===== config.mk =====
export PLATFORM = sky130hd
export DESIGN_NAME = wpdr_regs
export DESIGN_NICKNAME = d
export VERILOG_FILES = /design/src/rtl/wpdr_pkg.sv /design/src/rtl/wpdr_db_store.sv /design/src/rtl/wpdr_regs.sv
export SDC_FILE = /design/constraint.sdc
export NUM_CORES = 1
export LEC_CHECK = 0
export BUFFER_PORTS_ARGS = -buffer_cell sky130_fd_sc_hd__buf_2
export CELL_PAD_IN_SITES_DETAIL_PLACEMENT = 0
export CELL_PAD_IN_SITES_GLOBAL_PLACEMENT = 1
export CORE_MARGIN = 1
export CORE_UTILIZATION = 28
export DETAILED_ROUTE_END_ITERATION = 6
export HOLD_SLACK_MARGIN = 0.06
export PLACE_DENSITY_LB_ADDON = 0.1
export SYNTH_ARGS = -nofsm -noshare
export SYNTH_HDL_FRONTEND = slang
export SYNTH_SLANG_ARGS = --single-unit

===== constraint.sdc =====
create_clock -name mclk_i -period 1.45 [get_ports mclk_i]
set_input_delay 0.145 -clock mclk_i [delete_from_list [all_inputs] [get_ports mclk_i]]
set_output_delay 0.145 -clock mclk_i [all_outputs]
set_load 0.02 [all_outputs]

===== src/rtl/wpdr_pkg.sv =====
package wpdr_pkg;

  // ------------------------------------------------------------
  // Register map (word offsets as byte addresses)
  // ------------------------------------------------------------
  localparam logic [3:0] WPDR_OFS_POL_CTRL  = 4'h0;
  localparam logic [3:0] WPDR_OFS_RISE_DB   = 4'h4;

  // ------------------------------------------------------------
  // Field positions and widths
  // ------------------------------------------------------------
  localparam int         WPDR_POL_W         = 4;
  localparam int         WPDR_IN_BIT        = 5;
  localparam int         WPDR_DB_W          = 6;
  localparam logic [3:0] WPDR_POL_RST       = 4'h0;
  localparam logic [5:0] WPDR_DB_PWRUP      = 6'h00;
  localparam logic [31:0] WPDR_UNMAPPED_RD  = 32'h0000_0000;

  // ------------------------------------------------------------
  // Carrier types
  // ------------------------------------------------------------
  typedef struct packed {
    logic       read;
    logic       write;
    logic [3:0] address;
    logic [3:0] byteenable;
    logic [31:0] writedata;
  } wpdr_req_t;

  typedef struct packed {
    logic [3:0] wave;
    logic [3:0] ovr_level;
    logic       ovr_active;
  } wpdr_wave_t;

endpackage


===== src/rtl/wpdr_db_store.sv =====
`timescale 1ns/1ps
module wpdr_db_store
  import wpdr_pkg::*;
(
  // Clock
  input  wire logic                 mclk_i,
  // Power-on reset only
  input  wire logic                 por_i,
  // Write port
  input  wire logic                 we_i,
  input  wire logic [WPDR_DB_W-1:0] wdata_i,
  // Stored value
  output logic      [WPDR_DB_W-1:0] q_o
);

  // ------------------------------------------------------------
  // Dead-band value storage, untouched by system reset
  // ------------------------------------------------------------
  logic [WPDR_DB_W-1:0] val_r;

  always_ff @(posedge mclk_i) begin
    if (por_i) begin
      val_r <= WPDR_DB_PWRUP;
    end else if (we_i) begin
      val_r <= wdata_i;
    end
  end

  assign q_o = val_r;

endmodule // wpdr_db_store


===== src/rtl/wpdr_regs.sv =====
// Decided for this implementation: the Avalon-MM register port and the placing of the registers.
`timescale 1ns/1ps
// Function
// - Polarity bit inverts its waveform output
// - Unimplemented control and dead-band bits read zero
// - Six-bit rising dead-band count, sets rise delay
// - Dead-band kept across non power-on resets
// - Override levels bypass polarity inversion
module wpdr_regs
  import wpdr_pkg::*;
(
  // Clock and resets
  input  wire logic                  mclk_i,
  input  wire logic                  srst_i,
  input  wire logic                  por_i,
  // Avalon-MM slave
  input  wire logic [3:0]            avs_address_i,
  input  wire logic                  avs_read_i,
  input  wire logic                  avs_write_i,
  input  wire logic [3:0]            avs_byteenable_i,
  input  wire logic [31:0]           avs_writedata_i,
  output logic      [31:0]           avs_readdata_o,
  output logic                       avs_waitrequest_o,
  // Waveform path
  input  wire logic                  wave_in_i,
  input  wire logic [3:0]            wave_raw_i,
  input  wire logic                  ovr_active_i,
  input  wire logic [3:0]            ovr_level_i,
  output logic      [3:0]            waveform_out_o,
  output logic      [WPDR_DB_W-1:0]  rise_delay_value_o
);

  // ------------------------------------------------------------
  // Local types
  // ------------------------------------------------------------
  typedef enum logic [1:0] {
    WPDR_BUS_IDLE = 2'b01,
    WPDR_BUS_ACK  = 2'b10
  } wpdr_bus_state_t;

  // ------------------------------------------------------------
  // Decode helpers
  // ------------------------------------------------------------
  function automatic logic wpdr_sel(
    input logic [3:0] addr,
    input logic [3:0] ofs
  );
    return (addr == ofs);
  endfunction

  function automatic logic [31:0] wpdr_pad(
    input logic [7:0] low_byte
  );
    return {24'h00_0000, low_byte};
  endfunction

  // ------------------------------------------------------------
  // Synchroniser signals
  // ------------------------------------------------------------
  logic [2:0]            in_sync_r;
  logic                  in_level_r;
  logic                  in_level_nxt;

  // ------------------------------------------------------------
  // Bus signals
  // ------------------------------------------------------------
  wpdr_req_t             req;
  wpdr_bus_state_t       bus_state_r;
  wpdr_bus_state_t       bus_state_nxt;
  logic                  wait_nxt;
  wire                   req_any;
  wire                   bus_idle;
  wire                   access;
  wire                   sel_pol;
  wire                   sel_db;
  wire                   wr_lane0;
  wire                   rd_take;

  // ------------------------------------------------------------
  // Register signals
  // ------------------------------------------------------------
  logic [WPDR_POL_W-1:0] pol_r;
  logic [WPDR_POL_W-1:0] pol_nxt;
  wire                   pol_we;
  logic [WPDR_DB_W-1:0]  db_q;
  wire                   db_we;

  // ------------------------------------------------------------
  // Read path signals
  // ------------------------------------------------------------
  wire [7:0]             pol_byte;
  wire [7:0]             db_byte;
  wire [31:0]            rd_pol;
  wire [31:0]            rd_db;
  wire [31:0]            rd_mux;
  logic [31:0]           rd_nxt;

  // ------------------------------------------------------------
  // Output path signals
  // ------------------------------------------------------------
  wpdr_wave_t            wv;
  wire [3:0]             out_nxt;

  // ------------------------------------------------------------
  // Input synchroniser
  // ------------------------------------------------------------
  assign in_level_nxt = (in_sync_r[1] == in_sync_r[2]) ? in_sync_r[2] : in_level_r;

  always_ff @(posedge mclk_i) begin
    if (srst_i) begin
      in_sync_r <= 3'h0;
    end else begin
      in_sync_r <= {in_sync_r[1:0], wave_in_i};
    end
  end

  always_ff @(posedge mclk_i) begin
    if (srst_i) begin
      in_level_r <= 1'b0;
    end else begin
      in_level_r <= in_level_nxt;
    end
  end

  // ------------------------------------------------------------
  // Bus request decode
  // ------------------------------------------------------------
  assign req = '{read: avs_read_i, write: avs_write_i, address: avs_address_i,
                 byteenable: avs_byteenable_i, writedata: avs_writedata_i};

  assign req_any  = req.read | req.write;
  assign bus_idle = (bus_state_r == WPDR_BUS_IDLE);
  assign access   = req_any & bus_idle;
  assign sel_pol  = wpdr_sel(req.address, WPDR_OFS_POL_CTRL);
  assign sel_db   = wpdr_sel(req.address, WPDR_OFS_RISE_DB);
  assign wr_lane0 = access & req.write & req.byteenable[0];
  assign rd_take  = access & req.read;

  // ------------------------------------------------------------
  // Bus handshake state machine
  // ------------------------------------------------------------
  always_comb begin
    bus_state_nxt = bus_state_r;
    case (bus_state_r)
      WPDR_BUS_IDLE: begin
        if (req_any) begin
          bus_state_nxt = WPDR_BUS_ACK;
        end
      end
      WPDR_BUS_ACK: begin
        bus_state_nxt = WPDR_BUS_IDLE;
      end
      default: begin
        bus_state_nxt = WPDR_BUS_IDLE;
      end
    endcase
  end

  assign wait_nxt = (bus_state_nxt != WPDR_BUS_ACK);

  always_ff @(posedge mclk_i) begin
    if (srst_i) begin
      bus_state_r <= WPDR_BUS_IDLE;
    end else begin
      bus_state_r <= bus_state_nxt;
    end
  end

  // Waitrequest is high while idle and low for the one answer cycle
  always_ff @(posedge mclk_i) begin
    if (srst_i) begin
      avs_waitrequest_o <= 1'b1;
    end else begin
      avs_waitrequest_o <= wait_nxt;
    end
  end

  // ------------------------------------------------------------
  // Control register
  // ------------------------------------------------------------
  assign pol_we  = wr_lane0 & sel_pol;
  assign pol_nxt = pol_we ? req.writedata[WPDR_POL_W-1:0] : pol_r;

  always_ff @(posedge mclk_i) begin
    if (srst_i) begin
      pol_r <= WPDR_POL_RST;
    end else begin
      pol_r <= pol_nxt;
    end
  end

  // ------------------------------------------------------------
  // Rising dead-band register
  // ------------------------------------------------------------
  assign db_we = wr_lane0 & sel_db;

  wpdr_db_store u_db (
    .mclk_i  (mclk_i),
    .por_i   (por_i),
    .we_i    (db_we),
    .wdata_i (req.writedata[WPDR_DB_W-1:0]),
    .q_o     (db_q)
  );

  // ------------------------------------------------------------
  // Read data
  // ------------------------------------------------------------
  assign pol_byte = {2'b00, in_level_r, 1'b0, pol_r};
  assign db_byte  = {2'b00, db_q};
  assign rd_pol   = wpdr_pad(pol_byte);
  assign rd_db    = wpdr_pad(db_byte);
  assign rd_mux   = sel_pol ? rd_pol : sel_db ? rd_db : WPDR_UNMAPPED_RD;
  assign rd_nxt   = rd_take ? rd_mux : avs_readdata_o;

  always_ff @(posedge mclk_i) begin
    if (srst_i) begin
      avs_readdata_o <= 32'h0000_0000;
    end else begin
      avs_readdata_o <= rd_nxt;
    end
  end

  // ------------------------------------------------------------
  // Output steering
  // ------------------------------------------------------------
  assign wv = '{wave: wave_raw_i, ovr_level: ovr_level_i, ovr_active: ovr_active_i};

  // Override levels skip the polarity stage
  for (genvar g = 0; g < WPDR_POL_W; g++) begin : g_steer
    assign out_nxt[g] = wv.ovr_active ? wv.ovr_level[g] : (wv.wave[g] ^ pol_r[g]);
  end

  // ------------------------------------------------------------
  // Output registers
  // ------------------------------------------------------------
  always_ff @(posedge mclk_i) begin
    if (srst_i) begin
      waveform_out_o <= 4'h0;
    end else begin
      waveform_out_o <= out_nxt;
    end
  end

  always_ff @(posedge mclk_i) begin
    if (srst_i) begin
      rise_delay_value_o <= 6'h00;
    end else begin
      rise_delay_value_o <= db_q;
    end
  end

endmodule // wpdr_regs


==> results by stage, run 1 <==
Placed design:
- The routability-driven placement congestion ratio is 0.725.
- The standard cell area after detailed placement is 1610 sq um.
- Before CTS, the worst setup slack after placement is 0.171 ns.
- Buffers placed on the I/O ports in this run total 42.
- The HPWL reported at the end of detailed placement is 2330 microns.
- The number of cells in the design after placement is 254.

Routing:
- In the final routed layout, each cell accounts on average for 11.7 microns.
- Before antenna repair, the detailed router went through 4 iterations.
- The final layout contains routed wiring with a total length of 3040 microns.
- The total vias in the final route is 1098.
- The via density per instance is 4.21.
- The count of routing violations after the opening detailed-route iteration is 36.
- After detailed routing, the number of remaining DRC violations is 0.
- In this run the remaining antenna-violating nets after routing total 0.

Floorplanning:
- The die boundary width is 73.3 microns.
- The placeable core region is 4820 sq um.
- The site row count is 25.
- The height of the chip is 73.3 microns.
- 98 I/O pins were placed.
- The full die area is 5370 sq um.
- The starting density of the core is 29.6%.

Global routing:
- The largest net degree at the start of global routing is 26.
- Summed over all layers, the global routing overflow is 0.
- The via count of the first global-routing pass is 1059.
- The initial antenna violation count came to 0.
- Across every metal layer, demand over resource in global routing totals 12.7%.
- The first global-routing pass estimated 5000 microns of wire.

Timing:
- The sum of negative setup slack is 0 ns.
- The final hold violation count came to 0.
- Across the routed clock network, the largest skew measured is 0.00619 ns.
- The period utilization is 84.7%.
- Setup slack on the critical path of the routed design comes to 0.222 ns.
- The minimum clock period after layout is 1.23 ns.
- The maximum frequency from static timing analysis is 815 MHz.
- Setup repair after global routing left no endpoint under its margin.
- The number of max-slew violations in the final report is 0.
- The worst hold slack across all endpoints is 0.0823 ns.
- The number of endpoints failing setup at the final stage is 0.

Cells and area:
- The final design area excluding fillers is 1690 sq um.
- The post-route netlist has 27.8% of its cells at a drive strength greater than 1.
- The non-filler instance count after layout is 261.
- The net count of the finished layout is 249.
- The post-route core utilization is 35.1%.
- The area growth from synthesis to layout is 18.8%.
- The count of antenna diodes in the layout is 0.

Critical path:
- The slowest stage cell on the critical path is nand4b_1.
- The source of the critical timing path is bus_state_r[1]$_SDFF_PP0_.
- The count of cells along the worst register-to-register path is 3.
- Traced cell by cell, the critical path runs through nand4b_1 -> o21ai_0 -> a21oi_1.
- STA classifies the critical path startpoint as a flop.
- The family of cells with the greatest summed delay on the critical path is simple AND/OR/NAND/NOR gates.
- Together, buffers and inverters on the worst path number 0.
- The origin of the critical flop-to-flop path is bus_state_r[1]$_SDFF_PP0_.
- The end point of the critical path is pol_r[3]$_SDFFE_PP0P_.
- The setup path with the least slack is of type flop to flop.
- The endpoint identified for the worst register-to-register timing path is pol_r[3]$_SDFFE_PP0P_.
- In this run the register-to-register setup slack is 0.22 ns.
- The type of destination of the critical path is a flop.
- The critical path crosses 3 cells after its start point.
- The required time at the endpoint of the critical path is 1.60 ns.
- Of all nets on the critical path, the largest fanout is 10.
- Data arrives at the worst endpoint at 1.38 ns.
- The largest stage delay on the critical path is 0.39 ns.

CTS:
- After clock tree synthesis, the clock-pin slew on the worst setup and hold paths is 0.06 ns.
- The deepest level of the CTS H-tree is 2.
- The maximum clock insertion buffer count is 2.
- TritonCTS built the clock tree.
- In this run the post-CTS setup repair buffer count came out at 0.
- The number of hold buffers added after cts is 0.
- The cell at the root of the clock tree is clkbuf_8.
- In this run, CTS created clock tree buffers numbering 5.
- The number of gates resized after CTS was 0.
- At the later pin of the worst-skew pair, clock insertion delay measures 0.28 ns.
- The tree built by TritonCTS fans out to 33 sinks.

Yosys:
- A synthesized cell averages 9.49 sq um.
- The total of flip-flops plus latches after synthesis is 33.
- The share of synthesized area spent on multiplexers is 2.81%.
- The post-synthesis cell type count is 24.
- The mapped netlist covers 1420 sq um.
- Summing the areas of all fa, ha and maj instances in the mapped netlist gives 0% of the synthesized area.
- After synthesis, the largest family of logic cells by area is simple AND/OR/NAND/NOR gates.
- Summing the areas of all xor and xnor instances in the mapped netlist gives 2.46% of the synthesized area.
- The synthesized netlist devotes 11.9% of its cell area to compound gates.
- The synthesis warning total is 0.
- The sequential fraction of the synthesis area is 46.4%.
- The area share of and/or/nand/nor cells after synthesis is 20.4%.
- Counting every instance in the synthesized netlist gives 150.

Hold path:
- The worst hold path begins at wave_in_i.
- The class of the tightest hold or removal check is primary input to flop.

Power and ir drop:
- Summed over all cells, the static leakage comes to 0.762 nW.
- The power per standard cell area is 1120 nW/um^2.
- The largest vdd supply drop is 0.303 mV.
- The completed layout was analyzed and its total power is 1.90 mW.

Run:
- The number of maximum-capacitance constraint violations is 0.

Status:
- The run finished with clean final reports.
==> registers in the layout, summed over array words and instances (netlist names) <==
name,cells
in_sync_r,3
rise_delay_value_o,6
avs_readdata_o,6
u_db.q_o,6
waveform_out_o,4
avs_waitrequest_o,1
pol_r,4
in_level_r,1
bus_state_r,2
==> report_power, final <==
part           internal, mW  switching [mW]
logic                0.0821           0.184
clock network         0.376           0.300
registers             0.940          0.0158
==> synthesized netlist by cell type, drive strengths merged <==
cell type | instances | area share [%]
nor3b | 1 | 0.53
a21oi | 12 | 4.2
nand4b | 1 | 0.62
xor2 | 4 | 2.5
and3b | 1 | 0.62
conb | 1 | 0.26
nor4b | 1 | 1.7
nand2 | 2 | 0.53
or4b | 1 | 0.97
dfxtp | 33 | 46
nand3b | 1 | 0.53
a221oi | 5 | 3.1
nor4 | 1 | 1.5
and4b | 1 | 0.70
buf | 27 | 14
nor2b | 9 | 4.0
mux2i | 4 | 2.8
inv | 1 | 0.26
nor3 | 5 | 1.8
nand3 | 11 | 3.9
nor2 | 9 | 2.4
or4 | 1 | 0.79
clkbuf | 5 | 1.3
o21ai | 13 | 4.6
==> layout by cell type, fill, tap and decap left out, drive strengths merged <==
cell type / synthesis / layout
buf: 27 / 44
dfxtp: 33 / 33
conb: 1 / 26
o21ai: 13 / 13
a21oi: 12 / 12
nand3: 11 / 11
nor2b: 9 / 9
nor2: 9 / 9
clkbuf: 5 / 7
a221oi: 5 / 5
nor3: 5 / 5
xor2: 4 / 4
mux2i: 4 / 4
nand2: 2 / 2
nor3b: 1 / 1
and4b: 1 / 1
nor4: 1 / 1
nand4b: 1 / 1
or4: 1 / 1
nor4b: 1 / 1
or4b: 1 / 1
nand3b: 1 / 1
and3b: 1 / 1
inv: 1 / 1
==> layout make-up <==
class | count | area (sq um)
fillers | 521 | 3130
flip-flops and latches | 33 | 661
multi-input cells | 109 | 632
repair buffers | 44 | 225
clock buffers | 7 | 86.3
well taps | 67 | 83.8
inverters | 1 | 3.75
==> per-layer routing <==
metal	part of all wire [%]	track usage (%)	wire, microns	up-vias
met3	6.8	4.25	206	5
met2	46	20.8	1410	50
met1	45	14.8	1370	488
li1	-	-	-	555
met4	2.0	6.41	62	0
met5	0	0	0	-
==> how the worst min path moves through the flow <==
stage | endpoint | slack [ns] | cells past startpoint
global route | in_sync_r[0]$_SDFF_PP0_ | 0.08 | 2
finish | in_sync_r[0]$_SDFF_PP0_ | 0.08 | 2
global placement | in_sync_r[0]$_SDFF_PP0_ | 0.36 | 2
CTS | in_sync_r[0]$_SDFF_PP0_ | 0.08 | 2
detailed placement | in_sync_r[0]$_SDFF_PP0_ | 0.37 | 2
floorplan | u_db.q_o[0]$_SDFFE_PP0P_ | 0.21 | 1
==> cells by family after synthesis <==
| logic type | count (synthesis) |
|---|---|
| AO/OA/AOI/OAI | 30 |
| multiplexers | 4 |
| buffers and inverters | 33 |
| other | 1 |
| flip-flops | 33 |
| AND/OR/NAND/NOR | 45 |
| XOR/XNOR | 4 |
(Power assumes the default switching activity.)
==> inputs of run 2 (changes only) <==
--- a/config.mk
+++ b/config.mk
@@ -9,7 +9,7 @@
 export CELL_PAD_IN_SITES_DETAIL_PLACEMENT = 0
 export CELL_PAD_IN_SITES_GLOBAL_PLACEMENT = 1
 export CORE_MARGIN = 1
-export CORE_UTILIZATION = 28
+export CORE_UTILIZATION = 25
 export DETAILED_ROUTE_END_ITERATION = 6
 export HOLD_SLACK_MARGIN = 0.06
 export PLACE_DENSITY_LB_ADDON = 0.1
==> constraint.sdc (replaced) <==
create_clock -name mclk_i -period 1.02 [get_ports mclk_i]
set_input_delay 0.102 -clock mclk_i [delete_from_list [all_inputs] [get_ports mclk_i]]
set_output_delay 0.102 -clock mclk_i [all_outputs]
set_load 0.02 [all_outputs]
==> results by stage, run 2 (synthesized netlist as in run 1, its figures left out) <==
Timing:
- The number of endpoints failing setup at the final stage came to 15 (was 0).
- The maximum frequency from static timing analysis is 923 MHz (was 815 MHz).
- The sum of negative setup slack is -0.439 ns (was 0 ns).
- The clock skew after layout is 0.00796 ns (was 0.00619 ns).
- The number of max-slew violations in the final report is 0 (unchanged).
- The worst hold slack across all endpoints is 0.0667 ns (was 0.0823 ns).
- The smallest setup slack after layout came to -0.0633 ns (was 0.222 ns).
- Unrepaired setup endpoints after global routing: yes (was no).
- The minimum clock period after layout is 1.08 ns (was 1.23 ns).
- The period utilization came to 106% (was 84.7%).
- The final hold violation count came to 0 (unchanged).

Critical path:
- The type of the worst setup path is flop to flop (unchanged).
- The type of destination of the critical path was a flop (unchanged).
- The required time at the endpoint of the critical path is 1.19 ns (was 1.60 ns).
- The sort of element at the start of the critical path was a flop (unchanged).
- The top fanout value on the critical path is 5 (was 10).
- The origin of the critical flop-to-flop path is bus_state_r[1]$_SDFF_PP0_ (unchanged).
- The end point of the critical path is avs_readdata_o[0]$_SDFFE_PP0P_ (was pol_r[3]$_SDFFE_PP0P_).
- The worst flop-to-flop path endpoint is avs_readdata_o[0]$_SDFFE_PP0P_ (was pol_r[3]$_SDFFE_PP0P_).
- The data arrival time of the critical path is 1.25 ns (was 1.38 ns).
- The internal reg-to-reg setup slack is -0.06 ns (was 0.22 ns).
- The source of the critical timing path is bus_state_r[1]$_SDFF_PP0_ (unchanged).
- The count of cells along the worst register-to-register path is 4 (was 3).

Routing:
- The final routed wire length divided by cell count came to 12.1 microns (was 11.7 microns).
- The total vias in the final route is 1188 (was 1098).
- The detailed-routed wire length on met2 is 1700 microns (was 1410 microns).
- The total wire length was 3450 microns (was 3040 microns).
- The DRC violations left came to 0 (unchanged).
- The count of routing violations after the opening detailed-route iteration is 33 (was 36).
- The top metal layer carrying routed signals is met4 (unchanged).
- The final antenna-violating net count is 0 (unchanged).
- The first-pass iteration count of the detailed router is 4 (unchanged).
- The via density per instance is 4.17 (was 4.21).
- The routed wire length on met3 is 197 microns (was 206 microns).
- The post-route met1 wirelength came to 1490 microns (was 1370 microns).

Power and ir drop:
- The static leakage was 0.888 nW (was 0.762 nW).
- The power per standard cell area is 1540 nW/um^2 (was 1120 nW/um^2).
- The post-route total power came to 3.14 mW (was 1.90 mW).
- The largest vdd supply drop is 0.638 mV (was 0.303 mV).

Cells and area:
- The area added between synthesis and finish was 43.1% (was 18.8%).
- The commonest non-fill, non-tap cell in the layout was buf_2 (unchanged).
- The number of nets in the finished design came to 267 (was 249).
- Leading cell types in the layout, fill and taps excluded: 42 x buf_2, 31 x dfxtp_1, 26 x conb_1 (was 42 x buf_2, 33 x dfxtp_1, 26 x conb_1).
- The share of layout cells above drive strength 1 is 42.7% (was 27.8%).
- The count of antenna diodes in the layout was 0 (unchanged).

CTS:
- The total CTS buffers is 5 (unchanged).
- The clock transition at the register clock pins on the worst setup and hold paths after CTS is 0.07 ns (was 0.06 ns).
- The maximum clock insertion buffer count came to 2 (unchanged).
- The clock tree from TritonCTS is built (unchanged).
- The deepest level of the CTS H-tree is 2 (unchanged).
- The cell at the root of the clock tree was clkbuf_8 (unchanged).
- The number of clock sinks seen by CTS is 33 (unchanged).
- The clock latency on the worst-skew pair came to 0.29 ns (was 0.28 ns).

Global routing:
- The aggregate global routing overflow is 0 (unchanged).
- The global router's overall resource usage is 12.0% (was 12.7%).
- The initial antenna violation count was 0 (unchanged).
- The via count of the first global-routing pass came to 1071 (was 1059).
- The largest net degree at the start of global routing is 24 (was 26).
- The wire length of the first global-routing pass was 5490 microns (was 5000 microns).

Floorplanning:
- The die boundary width is 77.5 microns (was 73.3 microns).
- The full die area is 6000 sq um (was 5370 sq um).
- The site row count was 27 (was 25).
- The starting density of the core was 25.9% (was 29.6%).
- The placeable core region is 5510 sq um (was 4820 sq um).
- The number of top-level pins came to 98 (unchanged).
- The height of the chip was 77.5 microns (was 73.3 microns).

Hold path:
- The cell count of the worst hold path is 3 (was 2).
- The class of the tightest hold or removal check is primary input to flop (unchanged).

Placed design:
- The routability-driven placement congestion ratio is 0.699 (was 0.725).
- The pre-CTS setup slack is -0.216 ns (was 0.171 ns).
- The count of buffers inserted at the top-level ports was 42 (unchanged).
- The HPWL reported at the end of detailed placement is 2440 microns (was 2330 microns).

Status:
- Result of the run: finished with violations (was finished clean).
- The final reports fail on negative setup slack.

Run:
- The number of maximum-capacitance constraint violations is 0 (unchanged).
## run 2: cell count changes in the layout (fill, tap and decap cells not counted), moves of 5 or more
cell | before | now
nand3_2 | 0 | 5
dlygate4sd3_1 | 0 | 9
buf_6 | 0 | 5
o21ai_0 | 13 | 4
nand3_1 | 11 | 5
o21ai_2 | 0 | 6
a221oi_1 | 5 | 0
## run 2: layout make-up
| class | count | area [sq um] |
|---|---|---|
| Fill cell | 556 | 3470 |
| Multi-Input combinational cell | 109 | 762 |
| Sequential cell | 33 | 663 |
| Timing Repair Buffer | 62 | 402 |
| Tap cell | 72 | 90.1 |
| Clock buffer | 7 | 86.3 |
| Clock inverter | 1 | 30.0 |
| Inverter | 1 | 3.75 |
## run 2: what timing repair did
item | 4_1_cts | 5_1_grt
setup endpoints to repair | 14 | 18
gates cloned | 0 | 1
setup buffers | 2 | 0
gates resized for setup | 13 | 31
hold buffers | 8 | 1
hold endpoints to repair | 13 | 1
pin swaps | 0 | 12
## run 2: power by group
group | internal [mW] | leakage (nW) | switching, mW | total, mW
Combinational | 0.195 | 0.561 | 0.309 | 0.504
Sequential | 1.34 | 0.269 | 0.0236 | 1.36
Clock | 0.796 | 0.0585 | 0.474 | 1.27
## run 2: routing by layer
metal,global-route usage (%),vias up
li1,-,596
met1,15.0,539
met2,18.6,47
met3,3.88,6
met4,5.66,0
met5,0,-
## run 2: worst min path at each step
stage                                   from  slack [ns]                        endpoint
after global placement                srst_i        0.30  avs_readdata_o[4]$_SDFFE_PP0P_
after floorplan                        por_i        0.17        u_db.q_o[0]$_SDFFE_PP0P_
after detailed placement              srst_i        0.31  avs_readdata_o[4]$_SDFFE_PP0P_
after CTS                 avs_writedata_i[4]        0.06        u_db.q_o[4]$_SDFFE_PP0P_
after global routing      avs_writedata_i[1]        0.07        u_db.q_o[1]$_SDFFE_PP0P_
final                         ovr_level_i[3]        0.07    waveform_out_o[3]$_SDFF_PP0_
## run 2: worst max-delay path, stage by stage, from the launching register on
cell and delay [ns]:
dfxtp_2 0.33, nand3b_1 0.21, buf_6 0.16, a221oi_4 0.20, nor3_2 0.06
## run 2: stage by stage
step | util, % | area, sq um | instances
finish | 37.0 | 2040 | 285
global placement | 30.1 | 1660 | 265
detailed placement | 30.1 | 1660 | 265
floorplan | - | 1520 | 175
CTS | 34.7 | 1910 | 283
global route | 37.0 | 2040 | 285
==> inputs of run 3 (changes only) <==
--- a/config.mk
+++ b/config.mk
@@ -13,6 +13,7 @@
 export DETAILED_ROUTE_END_ITERATION = 6
 export HOLD_SLACK_MARGIN = 0.06
 export PLACE_DENSITY_LB_ADDON = 0.1
+export SETUP_SLACK_MARGIN = 0.02
 export SYNTH_ARGS = -nofsm -noshare
 export SYNTH_HDL_FRONTEND = slang
 export SYNTH_SLANG_ARGS = --single-unit
==> results by stage, run 3 (synthesized netlist as in run 1, its figures left out) <==
Status:
- Result of the run: finished with violations (unchanged).
- Violations in the final reports: negative setup slack (unchanged).

CTS:
- The cell at the root of the clock tree is clkbuf_8 (unchanged).
- The total CTS buffers is 5 (unchanged).
- The clock transition at the register clock pins on the worst setup and hold paths after CTS is 0.07 ns (about the same).
- The deepest level of the CTS H-tree is 2 (unchanged).
- The clock latency on the worst-skew pair is 0.29 ns (about the same).
- The clock tree from TritonCTS is built (unchanged).
- The number of clock sinks seen by CTS was 33 (unchanged).
- The maximum clock insertion buffer count is 2 (unchanged).

Power and ir drop:
- The post-route total power is 3.12 mW (was 3.14 mW).
- The largest vdd supply drop came to 0.638 mV (about the same).
- The power per standard cell area is 1580 nW/um^2 (was 1540 nW/um^2).
- The static leakage came to 0.879 nW (was 0.888 nW).

Timing:
- The maximum frequency from static timing analysis is 927 MHz (was 923 MHz).
- The clock skew after layout is 0.00862 ns (was 0.00796 ns).
- The number of endpoints failing setup at the final stage is 6 (was 15).
- The worst hold slack across all endpoints is 0.0680 ns (was 0.0667 ns).
- The minimum clock period after layout was 1.08 ns (about the same).
- The smallest setup slack after layout is -0.0591 ns (was -0.0633 ns).
- The period utilization is 106% (about the same).
- The number of max-slew violations in the final report is 0 (unchanged).
- The final hold violation count is 0 (unchanged).
- Unrepaired setup endpoints after global routing: yes (unchanged).

Critical path:
- The number of buffers and inverters on the critical path came to 1 (unchanged).
- The source of the critical timing path is bus_state_r[1]$_SDFF_PP0_ (unchanged).
- The data arrival time of the critical path came to 1.26 ns (was 1.25 ns).
- The required time at the endpoint of the critical path is 1.20 ns (was 1.19 ns).
- The top fanout value on the critical path is 5 (unchanged).
- The origin of the critical flop-to-flop path is bus_state_r[1]$_SDFF_PP0_ (unchanged).
- The type of the worst setup path was flop to flop (unchanged).
- The slowest stage cell on the critical path is dfxtp_2 (unchanged).
- The largest stage delay on the critical path is 0.33 ns (about the same).
- The sort of element at the start of the critical path is a flop (unchanged).
- Sequence of cells on the critical path: nand3b_1 -> buf_6 -> a221oi_2 -> nor3_1 (was nand3b_1 -> buf_6 -> a221oi_4 -> nor3_2).
- The family of cells with the greatest summed delay on the critical path is flip-flops (unchanged).
- The type of destination of the critical path is a flop (unchanged).

Placed design:
- The standard cell area after detailed placement is 1660 sq um (unchanged).
- The HPWL reported at the end of detailed placement was 2440 microns (unchanged).
- The count of buffers inserted at the top-level ports is 42 (unchanged).
- The routability-driven placement congestion ratio is 0.699 (unchanged).

Global routing:
- The global router's overall resource usage is 12.1% (was 12.0%).
- The aggregate global routing overflow came to 0 (unchanged).
- The initial antenna violation count is 0 (unchanged).
- The via count of the first global-routing pass is 1088 (was 1071).
- The wire length of the first global-routing pass was 5560 microns (was 5490 microns).
- The largest net degree at the start of global routing is 24 (unchanged).

Routing:
- The DRC violations left was 0 (unchanged).
- The via density per instance is 4.21 (was 4.17).
- The count of routing violations after the opening detailed-route iteration is 25 (was 33).
- The total wire length is 3410 microns (was 3450 microns).
- The final routed wire length divided by cell count came to 12.1 microns (about the same).
- The total vias in the final route is 1191 (was 1188).
- The final antenna-violating net count is 0 (unchanged).
- The first-pass iteration count of the detailed router was 4 (unchanged).

Cells and area:
- The fill cell instance count of the final layout came to 565 (was 556).
- The number of nets in the finished design is 265 (was 267).
- The area of the multi-input gates came to 718 sq um (was 762 sq um).
- Leading cell types in the layout, fill and taps excluded: 42 x buf_2, 31 x dfxtp_1, 26 x conb_1 (unchanged).
- The area added between synthesis and finish is 38.8% (was 43.1%).
- The flip-flop and latch area is 663 sq um (unchanged).
- The count of antenna diodes in the layout is 0 (unchanged).
- The share of layout cells above drive strength 1 was 38.4% (was 42.7%).
- The post-route core utilization is 35.9% (was 37.0%).
- The commonest non-fill, non-tap cell in the layout was buf_2 (unchanged).
- The final design area excluding fillers was 1980 sq um (was 2040 sq um).

Floorplanning:
- The number of top-level pins was 98 (unchanged).
- The die boundary width is 77.5 microns (unchanged).
- The height of the chip was 77.5 microns (unchanged).
- The placeable core region is 5510 sq um (unchanged).
- The site row count came to 27 (unchanged).
- The full die area is 6000 sq um (unchanged).
- The starting density of the core came to 25.9% (unchanged).

Run:
- The number of maximum-capacitance constraint violations came to 0 (unchanged).

Hold path:
- The launch instance of the worst min-delay path is ovr_level_i[3] (unchanged).
- The class of the tightest hold or removal check is primary input to flop (unchanged).
==> run 3: cell type report <==
class | instances | area share (%)
clock buffer | 7 | 4.37
clock inverter | 1 | 1.52
inverter | 1 | 0.190
multi-input combinational | 109 | 36.4
sequential | 33 | 33.6
tap | 72 | 4.56
timing repair buffer | 60 | 19.4
==> run 3: worst register-to-register path, stage by stage (launching register included) <==
cell,delay (ns)
dfxtp_2,0.33
nand3b_1,0.21
buf_6,0.16
a221oi_2,0.20
nor3_1,0.07
==> run 3: what timing repair did <==
item	4_1_cts	5_1_grt
pin swaps	0	5
buffers inserted	2	0
resized for setup	21	13
endpoints found under the hold margin	13	0
hold buffers	8	0
endpoints found under the setup margin	15	19
==> run 3: final timing paths <==
check	end	slack, ns	cells past startpoint
max	avs_readdata_o[1]$_SDFFE_PP0P_	-0.06	4
min	waveform_out_o[3]$_SDFF_PP0_	0.07	3
max reg2reg	avs_readdata_o[1]$_SDFFE_PP0P_	-0.06	4
min reg2reg	in_sync_r[1]$_SDFF_PP0_	0.45	1
==> run 3: report_power, final <==
group,switching [mW],leakage [nW],internal [mW]
combinational,0.300,0.551,0.187
clock,0.476,0.0585,0.796
sequential,0.0238,0.269,1.34
total,0.800,0.879,2.32
==> run 3: per-layer routing <==
metal  track usage, %  wire length (microns)  share of wire, %
met5                0                      0                 0
met4             5.66                     64               1.9
met3             3.88                    185               5.4
met2             19.0                   1630                48
met1             14.9                   1530                45
==> run 3: per-stage QoR <==
stage | setup slack [ns] | setup TNS [ns] | std cells
after global routing | -0.116 | -0.948 | 283
after CTS | -0.0137 | -0.0137 | 283
after global placement | -0.166 | -2.09 | 265
after floorplan | 0.0194 | 0 | 175
final | -0.0591 | -0.259 | 283
after detailed placement | -0.216 | -2.36 | 265
